### config.mk
export PLATFORM = sky130hd
export DESIGN_NAME = cfs_feed_seq
export DESIGN_NICKNAME = d
export VERILOG_FILES = /design/src/rtl/cfs_pkg.sv /design/src/rtl/cfs_hold_if.sv /design/src/rtl/cfs_feed_seq.sv /design/src/rtl/cfs_hold_timer.sv
export SDC_FILE = /design/constraint.sdc
export NUM_CORES = 1
export LEC_CHECK = 0
export BUFFER_PORTS_ARGS = -buffer_cell sky130_fd_sc_hd__buf_2
export CORE_UTILIZATION = 45
export CTS_CLUSTER_SIZE = 10
export DETAILED_ROUTE_END_ITERATION = 10
export PLACE_DENSITY = 0.7
export SKIP_CTS_REPAIR_TIMING = 1
export SKIP_LAST_GASP = 1
export SLEW_MARGIN = 0
export SYNTH_ARGS = -nofsm -noshare
export SYNTH_HDL_FRONTEND = slang
export SYNTH_SLANG_ARGS = --single-unit
### constraint.sdc
create_clock -name clk_i -period 12.1 [get_ports clk_i]
set_input_delay 0 -clock clk_i [delete_from_list [all_inputs] [get_ports clk_i]]
set_output_delay 0 -clock clk_i [all_outputs]
set_load 0.05 [all_outputs]
### src/rtl/cfs_pkg.sv
// Shared constants and types of the chipper feed sequencer.
// Assumes a 50 MHz system clock and an AXI4-Lite register master.
package cfs_pkg;
  localparam int unsigned CLK_HZ = 50_000_000;
  localparam int unsigned HOLD_S = 5;
  localparam int unsigned HOLD_CYC = CLK_HZ * HOLD_S;
  localparam int unsigned MS_PER_S = 1000;
  localparam int unsigned MS_CYC = CLK_HZ / MS_PER_S;
  localparam int HOLD_W = 28;
  localparam int MS_W = 16;

  localparam logic [7:0] OFS_CTRL = 8'h00;
  localparam logic [7:0] OFS_FWD = 8'h04;
  localparam logic [7:0] OFS_REV = 8'h08;
  localparam logic [7:0] OFS_PULSE = 8'h0c;
  localparam logic [7:0] OFS_STAT = 8'h10;
  localparam logic [7:0] OFS_SPEED = 8'h14;

  localparam int CTRL_MAN_BIT = 0;
  localparam int CTRL_OVL_BIT = 1;
  localparam logic [1:0] CTRL_RST = 2'h1;
  localparam logic [15:0] FWD_RST = 16'h0898;
  localparam logic [15:0] REV_RST = 16'h0708;
  localparam logic [15:0] PULSE_RST = 16'h0032;

  localparam int STAT_FWD_BIT = 0;
  localparam int STAT_REV_BIT = 1;
  localparam int STAT_WARN_BIT = 2;
  localparam int STAT_UI_LSB = 4;
  localparam int STAT_FEED_LSB = 8;

  localparam logic [1:0] RESP_OK = 2'h0;
  localparam logic [1:0] RESP_ERR = 2'h2;

  typedef enum logic [2:0] {UI_FRONT, UI_MAIN, UI_OVR_OFF, UI_OVR_FWD, UI_OVR_REV} cfs_ui_t;
  typedef enum logic [1:0] {FD_OFF, FD_FWD, FD_REV, FD_DONE} cfs_feed_t;
  typedef enum logic [2:0] {K_NONE, K_ENTER, K_FWD, K_REV, K_BACK} cfs_key_t;
endpackage : cfs_pkg

### src/rtl/cfs_hold_if.sv
// Carrier between the sequencer and its key-hold timer.
// Assumes both ends run on the same clock.
interface cfs_hold_if;
  cfs_pkg::cfs_key_t code;
  logic fire;
  modport timer (input code, output fire);
  modport user (output code, input fire);
endinterface : cfs_hold_if

### src/rtl/cfs_feed_seq.sv
// Chipper feed sequencer: forward and reverse drive outputs, auto and override.
// Assumes speed and keys are synchronous to clk_i; AXI4-Lite registers.
module cfs_feed_seq #(
  parameter int unsigned HOLD_CYC = cfs_pkg::HOLD_CYC,
  parameter int unsigned MS_CYC = cfs_pkg::MS_CYC
) (
  input wire logic clk_i,
  input wire logic rst_i,
  input wire logic [7:0] s_axi_awaddr_i,
  input wire logic s_axi_awvalid_i,
  output logic s_axi_awready_o,
  input wire logic [31:0] s_axi_wdata_i,
  input wire logic [3:0] s_axi_wstrb_i,
  input wire logic s_axi_wvalid_i,
  output logic s_axi_wready_o,
  output logic [1:0] s_axi_bresp_o,
  output logic s_axi_bvalid_o,
  input wire logic s_axi_bready_i,
  input wire logic [7:0] s_axi_araddr_i,
  input wire logic s_axi_arvalid_i,
  output logic s_axi_arready_o,
  output logic [31:0] s_axi_rdata_o,
  output logic [1:0] s_axi_rresp_o,
  output logic s_axi_rvalid_o,
  input wire logic s_axi_rready_i,
  input wire logic [15:0] speed_i,
  input wire logic engine_run_i,
  input wire logic password_ok_i,
  input wire logic key_enter_i,
  input wire logic key_up_i,
  input wire logic key_down_i,
  input wire logic key_back_i,
  input wire logic key_menu_i,
  output logic fwd_drive_o,
  output logic rev_drive_o,
  output logic [2:0] ui_state_o,
  output logic overspeed_override_warning_o
);
  typedef struct packed {
    logic aw_ok;
    logic [7:0] aw_a;
    logic w_ok;
    logic [31:0] w_d;
    logic [3:0] w_s;
    logic bvalid;
    logic [1:0] bresp;
    logic rvalid;
    logic [31:0] rdata;
    logic [1:0] rresp;
    logic [1:0] ctrl;
    logic [15:0] fwd_thr;
    logic [15:0] rev_thr;
    logic [15:0] pulse_ms;
    cfs_pkg::cfs_ui_t ui;
    cfs_pkg::cfs_feed_t feed;
    logic [15:0] ms_left;
    logic [cfs_pkg::MS_W-1:0] ms_div;
    logic warn;
    logic up_lead;
    logic dn_lead;
    cfs_pkg::cfs_key_t code;
    logic fwd;
    logic rev;
  } cfs_state_t;

  cfs_state_t s_q;
  cfs_state_t s_d;
  cfs_hold_if hold ();

  function automatic logic [15:0] cfs_merge16(
    input logic [15:0] old,
    input logic [31:0] wd,
    input logic [3:0] ws
  );
    logic [15:0] r;
    r = old;
    if (ws[0])
    begin
      r[7:0] = wd[7:0];
    end
    if (ws[1])
    begin
      r[15:8] = wd[15:8];
    end
    return r;
  endfunction : cfs_merge16

  cfs_hold_timer #(
    .HOLD_CYC(HOLD_CYC)
  ) u_hold (
    .clk_i(clk_i),
    .rst_i(rst_i),
    .hold(hold)
  );

  assign hold.code = s_q.code;

  logic man;
  logic ovl;
  logic in_ovr;
  logic warn_set;
  logic warn_clr;
  logic [31:0] rd;
  logic rd_ok;

  assign man = s_q.ctrl[cfs_pkg::CTRL_MAN_BIT];
  assign ovl = s_q.ctrl[cfs_pkg::CTRL_OVL_BIT];
  assign in_ovr = s_q.ui == cfs_pkg::UI_OVR_OFF || s_q.ui == cfs_pkg::UI_OVR_FWD
                  || s_q.ui == cfs_pkg::UI_OVR_REV;

  // Read data mux
  always_comb
  begin
    rd = '0;
    rd_ok = 1'b1;
    unique case (s_axi_araddr_i)
      cfs_pkg::OFS_CTRL: rd[1:0] = s_q.ctrl;
      cfs_pkg::OFS_FWD: rd[15:0] = s_q.fwd_thr;
      cfs_pkg::OFS_REV: rd[15:0] = s_q.rev_thr;
      cfs_pkg::OFS_PULSE: rd[15:0] = s_q.pulse_ms;
      cfs_pkg::OFS_SPEED: rd[15:0] = speed_i;
      cfs_pkg::OFS_STAT:
      begin
        rd[cfs_pkg::STAT_FWD_BIT] = s_q.fwd;
        rd[cfs_pkg::STAT_REV_BIT] = s_q.rev;
        rd[cfs_pkg::STAT_WARN_BIT] = s_q.warn;
        rd[cfs_pkg::STAT_UI_LSB +: 3] = s_q.ui;
        rd[cfs_pkg::STAT_FEED_LSB +: 2] = s_q.feed;
      end
      default: rd_ok = 1'b0;
    endcase
  end

  always_comb
  begin
    s_d = s_q;
    warn_set = 1'b0;
    warn_clr = 1'b0;

    // Write address and data are caught independently, in either order
    if (!s_q.aw_ok && s_axi_awvalid_i)
    begin
      s_d.aw_ok = 1'b1;
      s_d.aw_a = s_axi_awaddr_i;
    end
    if (!s_q.w_ok && s_axi_wvalid_i)
    begin
      s_d.w_ok = 1'b1;
      s_d.w_d = s_axi_wdata_i;
      s_d.w_s = s_axi_wstrb_i;
    end
    if (s_q.bvalid && s_axi_bready_i)
    begin
      s_d.bvalid = 1'b0;
    end
    if (s_q.aw_ok && s_q.w_ok && !s_q.bvalid)
    begin
      s_d.aw_ok = 1'b0;
      s_d.w_ok = 1'b0;
      s_d.bvalid = 1'b1;
      s_d.bresp = cfs_pkg::RESP_OK;
      unique case (s_q.aw_a)
        cfs_pkg::OFS_CTRL:
        begin
          if (s_q.w_s[0])
          begin
            s_d.ctrl = s_q.w_d[1:0];
          end
        end
        cfs_pkg::OFS_FWD: s_d.fwd_thr = cfs_merge16(s_q.fwd_thr, s_q.w_d, s_q.w_s);
        cfs_pkg::OFS_REV: s_d.rev_thr = cfs_merge16(s_q.rev_thr, s_q.w_d, s_q.w_s);
        cfs_pkg::OFS_PULSE: s_d.pulse_ms = cfs_merge16(s_q.pulse_ms, s_q.w_d, s_q.w_s);
        cfs_pkg::OFS_STAT:
        begin
          warn_clr = s_q.w_s[0] && s_q.w_d[cfs_pkg::STAT_WARN_BIT];
        end
        cfs_pkg::OFS_SPEED: s_d.bresp = cfs_pkg::RESP_OK;
        default: s_d.bresp = cfs_pkg::RESP_ERR;
      endcase
    end

    // Read channel: one outstanding read
    if (s_q.rvalid && s_axi_rready_i)
    begin
      s_d.rvalid = 1'b0;
    end
    if (!s_q.rvalid && s_axi_arvalid_i)
    begin
      s_d.rvalid = 1'b1;
      s_d.rdata = rd;
      s_d.rresp = rd_ok ? cfs_pkg::RESP_OK : cfs_pkg::RESP_ERR;
    end

    // Key order tracking: the arrow must be down before Enter
    if (!key_up_i)
    begin
      s_d.up_lead = 1'b0;
    end
    else if (!key_enter_i)
    begin
      s_d.up_lead = 1'b1;
    end
    if (!key_down_i)
    begin
      s_d.dn_lead = 1'b0;
    end
    else if (!key_enter_i)
    begin
      s_d.dn_lead = 1'b1;
    end
    s_d.code = cfs_pkg::K_NONE;
    if (key_back_i && !key_enter_i && !key_up_i && !key_down_i)
    begin
      s_d.code = cfs_pkg::K_BACK;
    end
    else if (key_enter_i && key_up_i && s_q.up_lead && !key_down_i && !key_back_i)
    begin
      s_d.code = cfs_pkg::K_FWD;
    end
    else if (key_enter_i && key_down_i && s_q.dn_lead && !key_up_i && !key_back_i)
    begin
      s_d.code = cfs_pkg::K_REV;
    end
    else if (key_enter_i && !key_up_i && !key_down_i && !key_back_i)
    begin
      s_d.code = cfs_pkg::K_ENTER;
    end

    // Operator menu
    unique case (s_q.ui)
      cfs_pkg::UI_FRONT:
      begin
        if (password_ok_i)
        begin
          s_d.ui = cfs_pkg::UI_MAIN;
        end
      end
      cfs_pkg::UI_MAIN:
      begin
        if (key_menu_i)
        begin
          s_d.ui = cfs_pkg::UI_FRONT;
          warn_clr = 1'b1;
        end
        else if (hold.fire && s_q.code == cfs_pkg::K_ENTER)
        begin
          if (man && speed_i < s_q.rev_thr)
          begin
            s_d.ui = cfs_pkg::UI_OVR_OFF;
            warn_clr = 1'b1;
          end
          else
          begin
            warn_set = 1'b1;
          end
        end
      end
      default:
      begin
        if (!man)
        begin
          s_d.ui = cfs_pkg::UI_MAIN;
        end
        else if (hold.fire)
        begin
          unique case (s_q.code)
            cfs_pkg::K_BACK: s_d.ui = cfs_pkg::UI_MAIN;
            cfs_pkg::K_ENTER: s_d.ui = cfs_pkg::UI_OVR_OFF;
            cfs_pkg::K_FWD: s_d.ui = cfs_pkg::UI_OVR_FWD;
            cfs_pkg::K_REV: s_d.ui = cfs_pkg::UI_OVR_REV;
            default: s_d.ui = s_q.ui;
          endcase
        end
      end
    endcase

    // Set wins over a clear in the same cycle
    if (warn_set)
    begin
      s_d.warn = 1'b1;
    end
    else if (warn_clr)
    begin
      s_d.warn = 1'b0;
    end

    // Automatic feed; restarts from off whenever it is not in charge
    if (!man || !engine_run_i || in_ovr)
    begin
      s_d.feed = cfs_pkg::FD_OFF;
    end
    else
    begin
      unique case (s_q.feed)
        cfs_pkg::FD_OFF, cfs_pkg::FD_DONE:
        begin
          if (speed_i >= s_q.fwd_thr)
          begin
            s_d.feed = cfs_pkg::FD_FWD;
          end
        end
        cfs_pkg::FD_FWD:
        begin
          if (speed_i <= s_q.rev_thr)
          begin
            s_d.feed = cfs_pkg::FD_REV;
            s_d.ms_left = s_q.pulse_ms;
            s_d.ms_div = '0;
          end
        end
        cfs_pkg::FD_REV:
        begin
          if (s_q.ms_left == '0)
          begin
            s_d.feed = cfs_pkg::FD_DONE;
          end
          else if (s_q.ms_div == cfs_pkg::MS_W'(MS_CYC - 1))
          begin
            s_d.ms_div = '0;
            s_d.ms_left = s_q.ms_left - 1'b1;
          end
          else
          begin
            s_d.ms_div = s_q.ms_div + 1'b1;
          end
        end
      endcase
    end

    // Drive outputs follow the next state so they change with it
    s_d.fwd = 1'b0;
    s_d.rev = 1'b0;
    unique case (s_d.ui)
      cfs_pkg::UI_OVR_FWD: s_d.fwd = 1'b1;
      cfs_pkg::UI_OVR_REV:
      begin
        s_d.fwd = ovl;
        s_d.rev = 1'b1;
      end
      cfs_pkg::UI_OVR_OFF: s_d.fwd = 1'b0;
      default:
      begin
        if (s_d.feed == cfs_pkg::FD_FWD)
        begin
          s_d.fwd = 1'b1;
        end
        else if (s_d.feed == cfs_pkg::FD_REV)
        begin
          s_d.fwd = ovl;
          s_d.rev = 1'b1;
        end
      end
    endcase
  end

  // Exclusive style and manual mode set after reset
  always_ff @(posedge clk_i or posedge rst_i)
  begin
    if (rst_i)
    begin
      s_q <= '{aw_ok: 1'b0, aw_a: '0, w_ok: 1'b0, w_d: '0, w_s: '0,
               bvalid: 1'b0, bresp: cfs_pkg::RESP_OK, rvalid: 1'b0, rdata: '0,
               rresp: cfs_pkg::RESP_OK, ctrl: cfs_pkg::CTRL_RST,
               fwd_thr: cfs_pkg::FWD_RST, rev_thr: cfs_pkg::REV_RST,
               pulse_ms: cfs_pkg::PULSE_RST, ui: cfs_pkg::UI_FRONT,
               feed: cfs_pkg::FD_OFF, ms_left: '0, ms_div: '0, warn: 1'b0,
               up_lead: 1'b0, dn_lead: 1'b0, code: cfs_pkg::K_NONE,
               fwd: 1'b0, rev: 1'b0};
    end
    else
    begin
      s_q <= s_d;
    end
  end

  assign s_axi_awready_o = !s_q.aw_ok;
  assign s_axi_wready_o = !s_q.w_ok;
  assign s_axi_bvalid_o = s_q.bvalid;
  assign s_axi_bresp_o = s_q.bresp;
  assign s_axi_arready_o = !s_q.rvalid;
  assign s_axi_rvalid_o = s_q.rvalid;
  assign s_axi_rdata_o = s_q.rdata;
  assign s_axi_rresp_o = s_q.rresp;
  assign fwd_drive_o = s_q.fwd;
  assign rev_drive_o = s_q.rev;
  assign ui_state_o = s_q.ui;
  assign overspeed_override_warning_o = s_q.warn;
endmodule : cfs_feed_seq

### src/rtl/cfs_hold_timer.sv
// Key-hold timer: pulses fire once when one key gesture is held unbroken.
// Assumes code is registered logic in the same clock domain.
module cfs_hold_timer #(
  parameter int unsigned HOLD_CYC = cfs_pkg::HOLD_CYC
) (
  input wire logic clk_i,
  input wire logic rst_i,
  cfs_hold_if.timer hold
);
  typedef struct packed {
    logic [cfs_pkg::HOLD_W-1:0] cnt;
    cfs_pkg::cfs_key_t last;
    logic done;
    logic fire;
  } cfs_hold_st_t;

  cfs_hold_st_t s_q;
  cfs_hold_st_t s_d;

  always_comb
  begin
    s_d = s_q;
    s_d.fire = 1'b0;
    s_d.last = hold.code;
    // Any change of the held keys restarts the count
    if (hold.code != s_q.last || hold.code == cfs_pkg::K_NONE)
    begin
      s_d.cnt = '0;
      s_d.done = 1'b0;
    end
    else if (!s_q.done)
    begin
      if (s_q.cnt == cfs_pkg::HOLD_W'(HOLD_CYC - 1))
      begin
        s_d.fire = 1'b1;
        s_d.done = 1'b1;
      end
      else
      begin
        s_d.cnt = s_q.cnt + 1'b1;
      end
    end
  end

  always_ff @(posedge clk_i or posedge rst_i)
  begin
    if (rst_i)
    begin
      s_q <= '{cnt: '0, last: cfs_pkg::K_NONE, done: 1'b0, fire: 1'b0};
    end
    else
    begin
      s_q <= s_d;
    end
  end

  assign hold.fire = s_q.fire;
endmodule : cfs_hold_timer

==> impl_results.md <==
* Run status: finished, violations left
* Failing checks: hold timing
* Combinational family with the most area after synthesis: simple AND/OR/NAND/NOR gates
* Wire length of the first global-routing pass at 35.4 mm
* Number of buffers inserted by port buffering at 92
* Clock slew at reported path FFs at 0.07 ns
* Final routed wire length divided by cell count at 16.3 um
* Count of cell types in the netlist at 75
* Worst hold margin at -0.0732 ns
* Crit end category: flop
* Fraction of synthesized cell area taken by the top area cell type at 0.431
* Core region area at 20500 sq um
* Share of the yosys chip area belonging to registers at 0.464
* Proportion of synthesized flip-flops having asynchronous set or reset at 1.00
* Leakage component of the power at 4.81 nW
* Main flop type after synthesis: dfrtp_1
* Power density over the cells at 145 nW/um^2
* FF+latch area at about 4400 sq um
* Simple-gate share of the synthesized area at 0.164
* # rows at 52
* Yosys warning total at 0
* Total detailed-routing wirelength at 22.2 mm
* Number of stages on the worst hold path at 3
* Area added between synthesis and finish at 16.4%
* Remaining antenna violation count at 0
* Hold Path Class: input port to flop
* Synthesized area per cell at 9.79 sq um
* Floorplan die area at 21800 sq um
* Most area-consuming cells after synthesis: dfrtp_1, mux2_2, ha_1
* Cell at the root of the clock tree: clkbuf_16
* Number of hold violations in the final report at 7
* Number of antenna cells inserted at 0
* Initial Util at 0.465
* Placer Congestion at 0.879
* Overflow left after global routing at 0
* Worst Hold Path EP: s_axi_rdata_o[6]$_DFFE_PP0P_
* Iteration-0 DRC Markers at 408
* Number of max-capacitance violations reported at 0
* Count of pins over their slew limit at 0
* Horizontal extent of the die at between 100 and 150 um
* Number of optimization iterations in the first detailed-route pass at 5
* Most common cell after layout, fill and taps aside: dfrtp_1
* Clock tree from TritonCTS: done
* Global-route usage over all layers at 0.207
* Origin of the worst min-delay path: speed_i[6]
* Adder-Cell Fraction of Synth Area at 0.0499
* Start-to-end type of the worst setup path: flop to flop
* Fill cell count at around 1800
* Slew headroom at 0.235
* Total power draw at 1.60 mW
* Post-synthesis compound-gate area fraction at 0.137
* CP Data Required Time at 12.35 ns
* Sinks on Clock Net at about 180
* Arrival time of the worst setup path at 3.76 ns
* Post-synthesis register bit count at 176
* Share of cell area taken by muxes after synthesis at 0.0860
* Via count of the first global-routing pass at 7004
* Post-layout minimum cycle time at 3.51 ns
* Post-route clock period utilization at 0.290
* # setup viols final at 0
* Most frequent cells in the layout: dfrtp_1, nand2_1, buf_2, o21ai_0, nor2_1
* Fraction of final layout cells with drive strength greater than 1 at 0.195
* Later-pin clock latency in the skew report at 0.43 ns
* Via-to-Cell Ratio at 5.48
* Number of antenna violations at the first check in global routing at 0
* Detail Placement HPWL at 15.6 mm
* Largest vdd supply drop at 90.6 uV
* Pin count of the biggest net entering global routing at 105
* Setup repair after global routing missed its margin: no
* Y dimension of the die at 148 um
* Vias after detailed routing at 7484
* Category of the worst setup path launch point: flop
* Slew at the pin closest to its max-slew limit at 1.15 ns
* Gate count of the mapped netlist at slightly below 1000
* EDFF count, synth at 0
* Setup TNS at 0 ns
* Maximum clock insertion buffer count at 2
* Leading area contributor after synthesis: dfrtp_1
* Maximum fanout encountered on the critical timing path at 32
* Register-to-Register Setup Slack at ~8.6 ns
* Summed instance area of the synthesized netlist at roughly 9500 sq um
* Number of buffers inserted during clock tree synthesis at 17
* Total area of multi-input combinational cells at 4510 sq um
* Logic depth of the worst register-to-register path at 10
* Xor/xnor share of the synthesized area at 0.0294
* Worst Skew at 0.0112 ns
* Htree depth at 4
* DRC Markers at 0
* Reg2reg end: s_q[32]$_DFFE_PP0P_
* Top Ports at about 130
* Achievable frequency at 285 MHz
* Origin of the critical flop-to-flop path: s_q[71]$_DFFE_PP1P_
* Number of nets in the finished design at about 1200
cell families after synthesis:
group | count (synthesis)
other | 1
multiplexers | 75
XOR/XNOR | 32
adder cells (fa/ha/maj) | 38
AO/OA/AOI/OAI | 205
flip-flops | 176
AND/OR/NAND/NOR | 311
buffers and inverters | 135
worst max path at each step:
stage                              from               endpoint  slack (ns)  cells after the start
floorplan                         rst_i  fwd_drive_o$_DFF_PP0_        7.35                      1
global placement    s_q[71]$_DFFE_PP1P_    s_q[32]$_DFFE_PP0P_        8.68                     10
detailed placement  s_q[71]$_DFFE_PP1P_    s_q[32]$_DFFE_PP0P_        8.63                     10
CTS                 s_q[71]$_DFFE_PP1P_    s_q[31]$_DFFE_PP0P_        8.60                     10
global route        s_q[71]$_DFFE_PP1P_    s_q[37]$_DFFE_PP0P_        8.35                     10
finish              s_q[71]$_DFFE_PP1P_    s_q[32]$_DFFE_PP0P_        8.59                     10
cell type report:
cell class	instances	area share
clock buffers	18	0.0396
clock inverters	14	0.0129
inverters	61	0.0211
multi-input cells	679	0.407
flip-flops and latches	176	0.399
well taps	270	0.0305
repair buffers	147	0.0903
per-stage QoR:
stage / hold WS, ns / utilization / std cells / setup WS [ns] / instance area, sq um
after floorplan: 0.0696 / - / 990 / 7.35 / 9590
after global placement: 0.180 / 0.488 / 1282 / 8.68 / 9990
after detailed placement: 0.186 / 0.488 / 1282 / 8.63 / 9990
after CTS: -0.271 / 0.516 / 1314 / 8.60 / 10600
after global routing: -0.00110 / 0.541 / 1365 / 8.35 / 11100
final: -0.0732 / 0.541 / 1365 / 8.59 / 11100
synth_stat cells (3+ instances only):
cell type,instances
xnor2_1,17
o211ai_1,3
nor2_1,78
a21boi_0,10
nor4_2,3
and4_1,3
nand4_1,14
nand3b_1,4
inv_1,61
a221oi_1,17
and2_1,4
clkbuf_1,31
mux2_2,55
mux2i_1,20
o22a_1,3
a21oi_1,26
and3_1,11
o22ai_1,11
dfstp_2,12
xor2_1,15
dfrtp_1,164
a32oi_1,11
o21ai_0,90
ha_1,38
nor2b_1,12
nor4_1,5
nand2_1,96
o21a_1,5
a31oi_1,4
or3_1,9
buf_4,39
nand3_1,19
nor3_1,22
nand2b_1,9
nor2_2,3
per-layer routing:
metal / vias to the layer above / GRT usage / part of all wire
met2: 185 / 0.344 / 0.50
met4: 0 / 0.0588 / 0.013
met1: 3671 / 0.273 / 0.44
met3: 21 / 0.0414 / 0.045
met5: - / 0 / 0
li1: 3607 / - / -
worst max-delay path: stages (launching register included):
cell and delay (ns):
dfstp_2 0.53, inv_1 0.06, ha_1 0.27, nand2_1 0.12, nor4_4 0.36, a21bo_1 0.16
a31oi_1 0.05, or4_4 0.68, nand2b_1 0.64, o21ai_0 0.32, o21ai_0 0.14
state kept, by name (all words and copies together), names as in the netlist:
register	count
s_axi_rvalid_o	1
ovl	1
man	1
s_q	112
u_hold.s_q	32
fwd_drive_o	1
ui_state_o	3
u_hold.hold.fire	1
s_axi_bvalid_o	1
rev_drive_o	1
s_axi_rdata_o	16
hold.code	3
overspeed_override_warning_o	1
s_axi_rresp_o	1
s_axi_bresp_o	1
power breakdown:
part / switching [mW] / internal [mW] / total, mW
registers: 0.0865 / 0.671 / 0.758
clock network: 0.239 / 0.308 / 0.548
logic: 0.172 / 0.126 / 0.298
(Power assumes the default switching activity.)
